$ cat src/rtl/gaoc_consts.vh
// gaoc_consts.vh: constants for the gas alarm output control block
// assumes: included by bare name, 20 MHz pclk, 32-bit apb data
`ifndef GAOC_CONSTS_VH
`define GAOC_CONSTS_VH
// ----------------------------------------------------------------
// register byte offsets
// ----------------------------------------------------------------
`define GAOC_OFF_CTRL 12'h000
`define GAOC_OFF_SETPT 12'h004
`define GAOC_OFF_DELAY 12'h008
`define GAOC_OFF_SUPP 12'h00C
`define GAOC_OFF_CONC 12'h010
`define GAOC_OFF_STAT 12'h014
`define GAOC_OFF_LOOP 12'h018
`define GAOC_OFF_DISP 12'h01C
// ----------------------------------------------------------------
// control field positions
// ----------------------------------------------------------------
`define GAOC_CTRL_DLY_EN 0
`define GAOC_CTRL_ALM_USE 1
`define GAOC_CTRL_MAINT 2
`define GAOC_CTRL_INHIBIT 3
`define GAOC_CTRL_ATEST 4
`define GAOC_CTRL_ATEST_OUT 5
`define GAOC_CTRL_MSEL_LO 6
`define GAOC_CTRL_MSEL_HI 7
`define GAOC_CTRL_FAULT_SET 8
`define GAOC_CTRL_FAULT_CLR 9
// ----------------------------------------------------------------
// status field positions
// ----------------------------------------------------------------
`define GAOC_STAT_ALARM 0
`define GAOC_STAT_CONTACT 1
`define GAOC_STAT_FAULT 2
`define GAOC_STAT_INIT 3
`define GAOC_STAT_OVER 4
`define GAOC_STAT_PEND 5
// ----------------------------------------------------------------
// reset values
// ----------------------------------------------------------------
`define GAOC_CTRL_RST 32'h0000_0043
`define GAOC_SETPT_RST 16'h0FA0
`define GAOC_DELAY_MS_RST 16'h07D0
`define GAOC_SUPP_PCT_RST 7'h0A
`define GAOC_FULL_SCALE_RST 16'hFFFF
// ----------------------------------------------------------------
// maintenance output selections
// ----------------------------------------------------------------
`define GAOC_MSEL_2MA5 2'h0
`define GAOC_MSEL_4MA 2'h1
`define GAOC_MSEL_HOLD 2'h2
`define GAOC_MSEL_LIVE 2'h3
// ----------------------------------------------------------------
// loop currents in microamps
// ----------------------------------------------------------------
`define GAOC_UA_FAULT 16'h01F4
`define GAOC_UA_2MA5 16'h09C4
`define GAOC_UA_4MA 16'h0FA0
`define GAOC_UA_20MA 16'h4E20
`define GAOC_UA_22MA 16'h55F0
`define GAOC_UA_SPAN 16'h3E80
// ----------------------------------------------------------------
// timing
// ----------------------------------------------------------------
`define GAOC_CLK_HZ 20000000
`define GAOC_CYC_PER_MS (`GAOC_CLK_HZ / 1000)
`define GAOC_INIT_MS 16'h0064
`endif

$ cat src/rtl/gaoc_ms_tick.v
// gaoc_ms_tick.v: millisecond tick divider
// assumes: free running pclk, async active-low reset
`timescale 1ns/10ps
`include "gaoc_consts.vh"
module gaoc_ms_tick #(
  parameter CYC_PER_MS = `GAOC_CYC_PER_MS
) (
  input wire pclk,
  input wire presetn,
  output reg tick_r
);
  reg [15:0] cnt_r;
  always @(posedge pclk or negedge presetn) begin
    if (!presetn) begin
      cnt_r <= 16'h0000;
      tick_r <= 1'b0;
    end else if (cnt_r == CYC_PER_MS[15:0] - 16'h0001) begin
      cnt_r <= 16'h0000;
      tick_r <= 1'b1;
    end else begin
      cnt_r <= cnt_r + 16'h0001;
      tick_r <= 1'b0;
    end
  end
endmodule

$ cat src/rtl/gaoc_top.v
// gaoc_top.v: gas alarm, lamps, contact, loop level and suppression
// assumes: apb master on pclk, concentration sampled each cycle
// Function
// alarm when concentration reaches setpoint
// contact releases itself below setpoint
// alarm delay, two seconds, can disable
// over-scale pattern replaces numeric display
// green power lamp always lit
// red lamp lit at or above setpoint
// contact acts only when alarm used
// fault lights yellow lamp, shows error
// fault recovery reruns initial clear
// detection mode loop proportional 4-20 mA
// maintenance loop per setting selection
// init clear, inhibit: 2.5 else 4
// alarm test live or fixed 4 mA
// loop output clamped at 22 mA
// readings below threshold reported zero
// suppression off in maintenance mode
// delay restarts when concentration drops
// fault output overrides every other selection
`timescale 1ns/10ps
`include "gaoc_consts.vh"
module gaoc_top #(
  parameter CONC_W = 16,
  parameter CYC_PER_MS = `GAOC_CYC_PER_MS,
  parameter INIT_MS = `GAOC_INIT_MS
) (
  input wire pclk,
  input wire presetn,
  input wire psel,
  input wire penable,
  input wire pwrite,
  input wire [11:0] paddr,
  input wire [31:0] pwdata,
  output reg [31:0] prdata,
  output wire pready,
  output wire pslverr,
  input wire [CONC_W-1:0] conc_in,
  input wire [7:0] fault_code_in,
  input wire fault_in,
  output wire power_lamp,
  output reg alarm_indicator_r,
  output reg fault_lamp_r,
  output reg contact_r,
  output reg over_scale_r,
  output reg error_show_r,
  output reg [7:0] error_code_r,
  output reg [CONC_W-1:0] disp_conc_r,
  output reg [15:0] loop_ua_r
);
  // ----------------------------------------------------------------
  // registers
  // ----------------------------------------------------------------
  reg [9:0] ctrl_r;
  reg [15:0] setpt_r;
  reg [15:0] delay_ms_r;
  reg [6:0] supp_pct_r;
  reg [15:0] full_scale_r;
  reg fault_r;
  reg init_r;
  reg [15:0] init_cnt_r;
  reg [15:0] dly_cnt_r;
  reg alarm_r;
  reg [15:0] hold_ua_r;
  wire ms_tick;
  wire wr_en = psel & penable & pwrite;
  wire rd_hit;
  wire alarm_pend;
  reg map_hit;
  localparam [31:0] CTRL_RST = `GAOC_CTRL_RST;
  // ----------------------------------------------------------------
  // apb slave
  // ----------------------------------------------------------------
  assign pready = 1'b1;
  always @* begin
    case (paddr)
      `GAOC_OFF_CTRL, `GAOC_OFF_SETPT, `GAOC_OFF_DELAY, `GAOC_OFF_SUPP,
      `GAOC_OFF_CONC, `GAOC_OFF_STAT, `GAOC_OFF_LOOP, `GAOC_OFF_DISP: map_hit = 1'b1;
      default: map_hit = 1'b0;
    endcase
  end
  assign rd_hit = map_hit;
  assign pslverr = psel & penable & ~rd_hit;
  always @* begin
    case (paddr)
      `GAOC_OFF_CTRL: prdata = {24'h000000, ctrl_r[7:0]};
      `GAOC_OFF_SETPT: prdata = {16'h0000, setpt_r};
      `GAOC_OFF_DELAY: prdata = {16'h0000, delay_ms_r};
      `GAOC_OFF_SUPP: prdata = {full_scale_r, 9'h000, supp_pct_r};
      `GAOC_OFF_CONC: prdata = {{(32-CONC_W){1'b0}}, conc_in};
      `GAOC_OFF_STAT: prdata = {26'h0000000, (alarm_pend), over_scale_r, init_r, fault_r, contact_r, alarm_r};
      `GAOC_OFF_LOOP: prdata = {16'h0000, loop_ua_r};
      `GAOC_OFF_DISP: prdata = {{(32-CONC_W){1'b0}}, disp_conc_r};
      default: prdata = 32'h0000_0000;
    endcase
  end
  always @(posedge pclk or negedge presetn) begin
    if (!presetn) begin
      ctrl_r <= CTRL_RST[9:0];
      setpt_r <= `GAOC_SETPT_RST;
      delay_ms_r <= `GAOC_DELAY_MS_RST;
      supp_pct_r <= `GAOC_SUPP_PCT_RST;
      full_scale_r <= `GAOC_FULL_SCALE_RST;
    end else begin
      ctrl_r[9:8] <= 2'b00;
      if (wr_en) begin
        case (paddr)
          `GAOC_OFF_CTRL: ctrl_r <= pwdata[9:0];
          `GAOC_OFF_SETPT: setpt_r <= pwdata[15:0];
          `GAOC_OFF_DELAY: delay_ms_r <= pwdata[15:0];
          `GAOC_OFF_SUPP: begin
            supp_pct_r <= pwdata[6:0];
            full_scale_r <= pwdata[31:16];
          end
          default: ;
        endcase
      end
    end
  end
  wire dly_en = ctrl_r[`GAOC_CTRL_DLY_EN];
  wire alm_use = ctrl_r[`GAOC_CTRL_ALM_USE];
  wire maint = ctrl_r[`GAOC_CTRL_MAINT];
  wire inhibit = ctrl_r[`GAOC_CTRL_INHIBIT];
  wire atest = ctrl_r[`GAOC_CTRL_ATEST];
  wire atest_out = ctrl_r[`GAOC_CTRL_ATEST_OUT];
  wire [1:0] msel = ctrl_r[`GAOC_CTRL_MSEL_HI:`GAOC_CTRL_MSEL_LO];
  wire fault_set = ctrl_r[`GAOC_CTRL_FAULT_SET];
  wire fault_clr = ctrl_r[`GAOC_CTRL_FAULT_CLR];
  // ----------------------------------------------------------------
  // millisecond timebase
  // ----------------------------------------------------------------
  gaoc_ms_tick #(
    .CYC_PER_MS(CYC_PER_MS)
  ) u_tick (
    .pclk(pclk),
    .presetn(presetn),
    .tick_r(ms_tick)
  );
  // ----------------------------------------------------------------
  // fault and initial clear
  // ----------------------------------------------------------------
  wire fault_evt = fault_in | fault_set;
  always @(posedge pclk or negedge presetn) begin
    if (!presetn) begin
      fault_r <= 1'b0;
      init_r <= 1'b1;
      init_cnt_r <= 16'h0000;
    end else begin
      if (fault_evt) begin
        fault_r <= 1'b1;
      end else if (fault_clr) begin
        fault_r <= 1'b0;
      end
      if (fault_r & ~fault_evt & fault_clr) begin
        init_r <= 1'b1;
        init_cnt_r <= 16'h0000;
      end else if (init_r & ms_tick) begin
        if (init_cnt_r == INIT_MS[15:0] - 16'h0001) begin
          init_r <= 1'b0;
        end
        init_cnt_r <= init_cnt_r + 16'h0001;
      end
    end
  end
  // ----------------------------------------------------------------
  // gas alarm with delay
  // ----------------------------------------------------------------
  wire [15:0] conc16 = conc_in;
  wire at_setpt = conc16 >= setpt_r;
  assign alarm_pend = at_setpt & ~alarm_r;
  wire run = ~fault_r & ~init_r;
  always @(posedge pclk or negedge presetn) begin
    if (!presetn) begin
      dly_cnt_r <= 16'h0000;
      alarm_r <= 1'b0;
    end else if (!at_setpt || !run) begin
      dly_cnt_r <= 16'h0000;
      alarm_r <= 1'b0;
    end else if (!dly_en) begin
      alarm_r <= 1'b1;
    end else if (ms_tick && !alarm_r) begin
      if (dly_cnt_r >= delay_ms_r - 16'h0001) begin
        alarm_r <= 1'b1;
      end
      dly_cnt_r <= dly_cnt_r + 16'h0001;
    end
  end
  // ----------------------------------------------------------------
  // lamps, contact, display
  // ----------------------------------------------------------------
  assign power_lamp = 1'b1;
  wire [22:0] supp_prod = full_scale_r * supp_pct_r;
  wire [22:0] supp_q = supp_prod / 23'd100;
  wire [15:0] supp_thr = supp_q[15:0];
  wire over = conc16 > full_scale_r;
  wire [CONC_W-1:0] supp_conc;
  assign supp_conc = (!maint && conc16 < supp_thr) ? {CONC_W{1'b0}} : conc_in;
  always @(posedge pclk or negedge presetn) begin
    if (!presetn) begin
      alarm_indicator_r <= 1'b0;
      contact_r <= 1'b0;
      fault_lamp_r <= 1'b0;
      error_show_r <= 1'b0;
      error_code_r <= 8'h00;
      over_scale_r <= 1'b0;
      disp_conc_r <= {CONC_W{1'b0}};
    end else begin
      alarm_indicator_r <= alarm_r;
      contact_r <= alarm_r & alm_use;
      fault_lamp_r <= fault_r;
      error_show_r <= fault_r;
      if (fault_evt) begin
        error_code_r <= fault_code_in;
      end
      over_scale_r <= over;
      disp_conc_r <= over ? {CONC_W{1'b1}} : supp_conc;
    end
  end
  // ----------------------------------------------------------------
  // loop output level
  // ----------------------------------------------------------------
  wire [31:0] span_prod = conc16 * `GAOC_UA_SPAN;
  wire [31:0] span_q = span_prod / {16'h0000, full_scale_r};
  wire [31:0] live_wide = span_q + {16'h0000, `GAOC_UA_4MA};
  wire [15:0] live_ua = (live_wide > {16'h0000, `GAOC_UA_22MA}) ? `GAOC_UA_22MA : live_wide[15:0];
  reg [15:0] loop_nxt;
  always @* begin
    loop_nxt = live_ua;
    if (fault_r) begin
      loop_nxt = `GAOC_UA_FAULT;
    end else if (init_r || inhibit) begin
      loop_nxt = (msel == `GAOC_MSEL_2MA5) ? `GAOC_UA_2MA5 : `GAOC_UA_4MA;
    end else if (atest) begin
      loop_nxt = atest_out ? live_ua : `GAOC_UA_4MA;
    end else if (maint) begin
      case (msel)
        `GAOC_MSEL_2MA5: loop_nxt = `GAOC_UA_2MA5;
        `GAOC_MSEL_4MA: loop_nxt = `GAOC_UA_4MA;
        `GAOC_MSEL_HOLD: loop_nxt = hold_ua_r;
        default: loop_nxt = live_ua;
      endcase
    end
  end
  always @(posedge pclk or negedge presetn) begin
    if (!presetn) begin
      loop_ua_r <= `GAOC_UA_4MA;
      hold_ua_r <= `GAOC_UA_4MA;
    end else begin
      loop_ua_r <= loop_nxt;
      if (!maint) begin
        hold_ua_r <= loop_nxt;
      end
    end
  end
endmodule

$ cat config.mk
export PLATFORM = sky130hd
export DESIGN_NAME = gaoc_top
export DESIGN_NICKNAME = d
export VERILOG_FILES = /design/src/rtl/gaoc_ms_tick.v /design/src/rtl/gaoc_top.v
export VERILOG_INCLUDE_DIRS = /design/src /design/src/rtl
export SDC_FILE = /design/constraint.sdc
export NUM_CORES = 2
export LEC_CHECK = 0
export BUFFER_PORTS_ARGS = -buffer_cell sky130_fd_sc_hd__buf_2
export CAP_MARGIN = 30
export CORE_AREA = 2 2 358 360
export DETAILED_ROUTE_END_ITERATION = 10
export DIE_AREA = 0 0 360 362
export PLACE_DENSITY = 0.54
export SETUP_SLACK_MARGIN = 0.15
export SLEW_MARGIN = 15
export SYNTH_ARGS = -nofsm -noshare
export SYNTH_HDL_FRONTEND = slang
export SYNTH_HIERARCHICAL = 1
export SYNTH_SLANG_ARGS = --single-unit
export TNS_END_PERCENT = 20
$ cat constraint.sdc
create_clock -name pclk -period 89.1 [get_ports pclk]
set_clock_uncertainty 0.1 [all_clocks]
set_input_delay 8.91 -clock pclk [delete_from_list [all_inputs] [get_ports pclk]]
set_output_delay 8.91 -clock pclk [all_outputs]
set_load 0.01 [all_outputs]
==> impl_metrics.py <==
metrics = {
    "drt": {
        "vias": 47786,
        "first_iter_violations": 4247,
        "drt-vias-per-instance": 5.89,
        "drt_wl_total_um": 169000,
        "drc": 0,
        "drt-pass1-iter-count": 6,
        "avgRoutedWirePerCell_um": 20.9,
        "ant_nets": 0,
    },
    "clocking": {
        "cts-buffers-inserted": 17,
        "worstSkewPairLatency_ns": 0.47,
        "cts.clk_slew.worst_paths_ns": 0.08,
        "h-tree-depth": 4,
        "cts_sinks": 177,
        "cts_buffer_depth": 2,
        "cts_tree": "done",
        "cts_hold_buffers": 0,
        "cts_root_buffer": "clkbuf_16",
    },
    "global_route": {
        "grt_max_degree": 110,
        "grt_overflow_total": 0,
        "grt_pass1_wl_um": 259000,
        "grt_use_total_pct": 24.7,
        "antenna_found_initial": 6,
        "grt_pass1_vias": 45087,
    },
    "yosys": {
        "synth_ff_type": "dfrtp_1",
        "yosys_register_bits": 177,
        "yosysSeqAreaShare_pct": 10.2,
        "syn_area_per_cell_um2": 7.47,
        "synth_top_area_share_pct": 15.5,
        "synthArstFlopShare_pct": 100,
        "syn_inst": 5902,
        "synth_cell_types": 123,
        "syn_area_um2": 44100,
        "yosysMostFrequentCell": "nand2_1",
        "synth_common_cells": "598 x nand2_1, 546 x ha_1, 498 x nor2_1, 370 x a21oi_1, 314 x o21ai_0",
        "yosysWarnings": 6,
        "synth-edff-count": 0,
        "yosysTopAreaCell": "ha_1",
        "synthTopCellsByArea": "ha_1 15%, dfrtp_1 7.4%, fa_1 5.6%, nand2_1 5.1%, xnor2_1 4.3%",
    },
    "sta": {
        "fmax_mhz": 11.2,
        "whs_ns": 0.345,
        "final-setup-viol-count": 0,
        "maxSlewViolCount": 0,
        "finalCritPeriodShare_pct": 99.9,
        "period_minus_slack_ns": 88.97,
        "grt_setup_unrepaired": "true",
        "max-slew-margin-rel_pct": 19.7,
        "worstMarginPinSlew_ns": 1.17,
        "tns_ns": 0,
        "hold_viol_final": 0,
    },
    "setup_path": {
        "cp-end-kind": "register",
        "required_ns": 89.37,
        "crit_type": "in2reg",
        "crit_top_cell": "o21a_1",
        "worst-path-max-fanout": 23,
        "r2r_slack_ns": 10.35,
        "cp_slowest_cell": "fa_1",
        "cp-startpoint": "conc_in[9]",
        "cp_data_arrival_time_ns": 89.23,
        "critPathLaunchType": "input port",
        "cp_slowest_stage_delay_ns": 0.56,
        "cp_top_family": "compound AO/OA/AOI/OAI gates",
        "cp_num_buf_inv": 20,
        "worstReg2RegStart": "full_scale_r[15]",
    },
    "cells_and_area": {
        "final_area_um2": 54200,
        "nNetsFinal": 7180,
        "diodes": 0,
        "area_delta_synth_final_pct": 22.9,
        "drive_above_1_share_pct": 22.4,
        "utilization_pct": 42.8,
    },
    "placed_design": {
        "placed_area_um2": 50400,
        "place.gp.congestion": 0.964,
        "place_hpwl_um": 133000,
        "portBuffers": 151,
    },
    "floorplan": {
        "dieArea_um2": 130000,
        "die_w_um": 360,
        "core_um2": 127000,
        "ios": 154,
        "fp.dieH_um": 362,
        "rows": 131,
        "initial_core_util_pct": 34.8,
    },
    "hold_path": {
        "hold_path.class": "reg2reg",
        "min_from": "ctrl_r[9]",
    },
    "status": {
        "status": "complete, no violations",
    },
    "run": {
        "cap_violations": 0,
    },
}
==> metal layers <==
metal / up-vias / global-route usage (%) / share of wire, %
li1: 23013 / - / -
met1: 23073 / 34.1 / 46
met2: 1459 / 40.9 / 46
met3: 241 / 2.35 / 5.5
met4: 0 / 6.57 / 3.0
met5: - / 0 / 0
==> path summary, 6_finish.rpt <==
kind                       cells past startpoint         endpoint
max                                          434    loop_ua_r[11]
min                                            1          fault_r
max reg2reg                                  423    loop_ua_r[11]
min reg2reg                                    1          fault_r
max in group asynchronous                      3  full_scale_r[7]
min in group asynchronous                      1      setpt_r[13]
==> sequential cells by signal, summed over array words and instances, names as in the netlist, 7 cells and up <==
signal	cells
ctrl_r	10
delay_ms_r	16
disp_conc_r	16
dly_cnt_r	16
error_code_r	8
full_scale_r	16
hold_ua_r	16
init_cnt_r	16
loop_ua_r	16
setpt_r	16
supp_pct_r	7
u_tick/cnt_r	16
==> layout make-up <==
cell class | count | area (µm²)
clock inverters | 14 | 170
clock buffers | 18 | 429
repair buffers | 711 | 5350
inverters | 314 | 1190
multi-input cells | 5215 | 40500
flip-flops and latches | 177 | 4490
well taps | 1662 | 2080
fillers | 12931 | 72500
==> cell usage in the layout, fill, tap and decap left out, types with 21 or more instances in the layout <==
cell type  Yosys  final
xnor2_1      217    217
o21ai_0      314    272
dfstp_2       46     46
nor3_1       258    246
nand2b_1     106    101
a31oi_1       64     51
o31ai_1      107     85
xor2_1       113    113
or2_2         68     61
nor4_1        44     39
and3_1        58     54
mux2i_1       40     34
nand2_1      598    576
buf_2         22    144
a21oi_1      370    300
nand4_1       76     76
o211ai_1      55     55
o21bai_1      21     21
buf_4          8    516
o21a_1       209    205
nor2b_1       56     54
a21o_1       156    156
ha_4           0     54
or3_1         60     54
fa_1         124    124
dfrtp_1      131    131
mux2_2       109     98
a21oi_2        5     61
ha_1         546    484
nor2_1       498    466
a211o_1       25     25
and2_1        89     86
o21ai_1       34     52
a211oi_1      68     57
buf_6          3     26
a22oi_1       49     48
nand3_1      169    163
inv_1        307    286
==> through the flow <==
step,cells,worst slack [ns]
floorplan,5904,-1.05
global placement,7863,-1.96
detailed placement,7874,-2.98
CTS,7943,0.166
global route,8111,-3.73
finish,8111,0.133
==> logic make-up (layout without fill, tap and decap cells) <==
family,Yosys count,after routing,synth area share (%)
buffers and inverters,513,1057,4.55
multiplexers,151,151,3.75
other,2,4,0.0170
AO/OA/AOI/OAI,1852,1853,29.1
AND/OR/NAND/NOR,2200,2200,24.6
flip-flops,177,177,10.2
adder cells (fa/ha/maj),676,676,21.3
XOR/XNOR,331,331,6.59
==> timing repair <==
item,4_1_cts,5_1_grt
pin swaps,42,223
setup endpoints to repair,28,28
gates cloned,1,3
gates resized for setup,68,240
buffers inserted,36,161
Power is left out: the tool's default activity adds up to more than one toggle a clock period on the data nets, which glitch-free logic cannot reach.
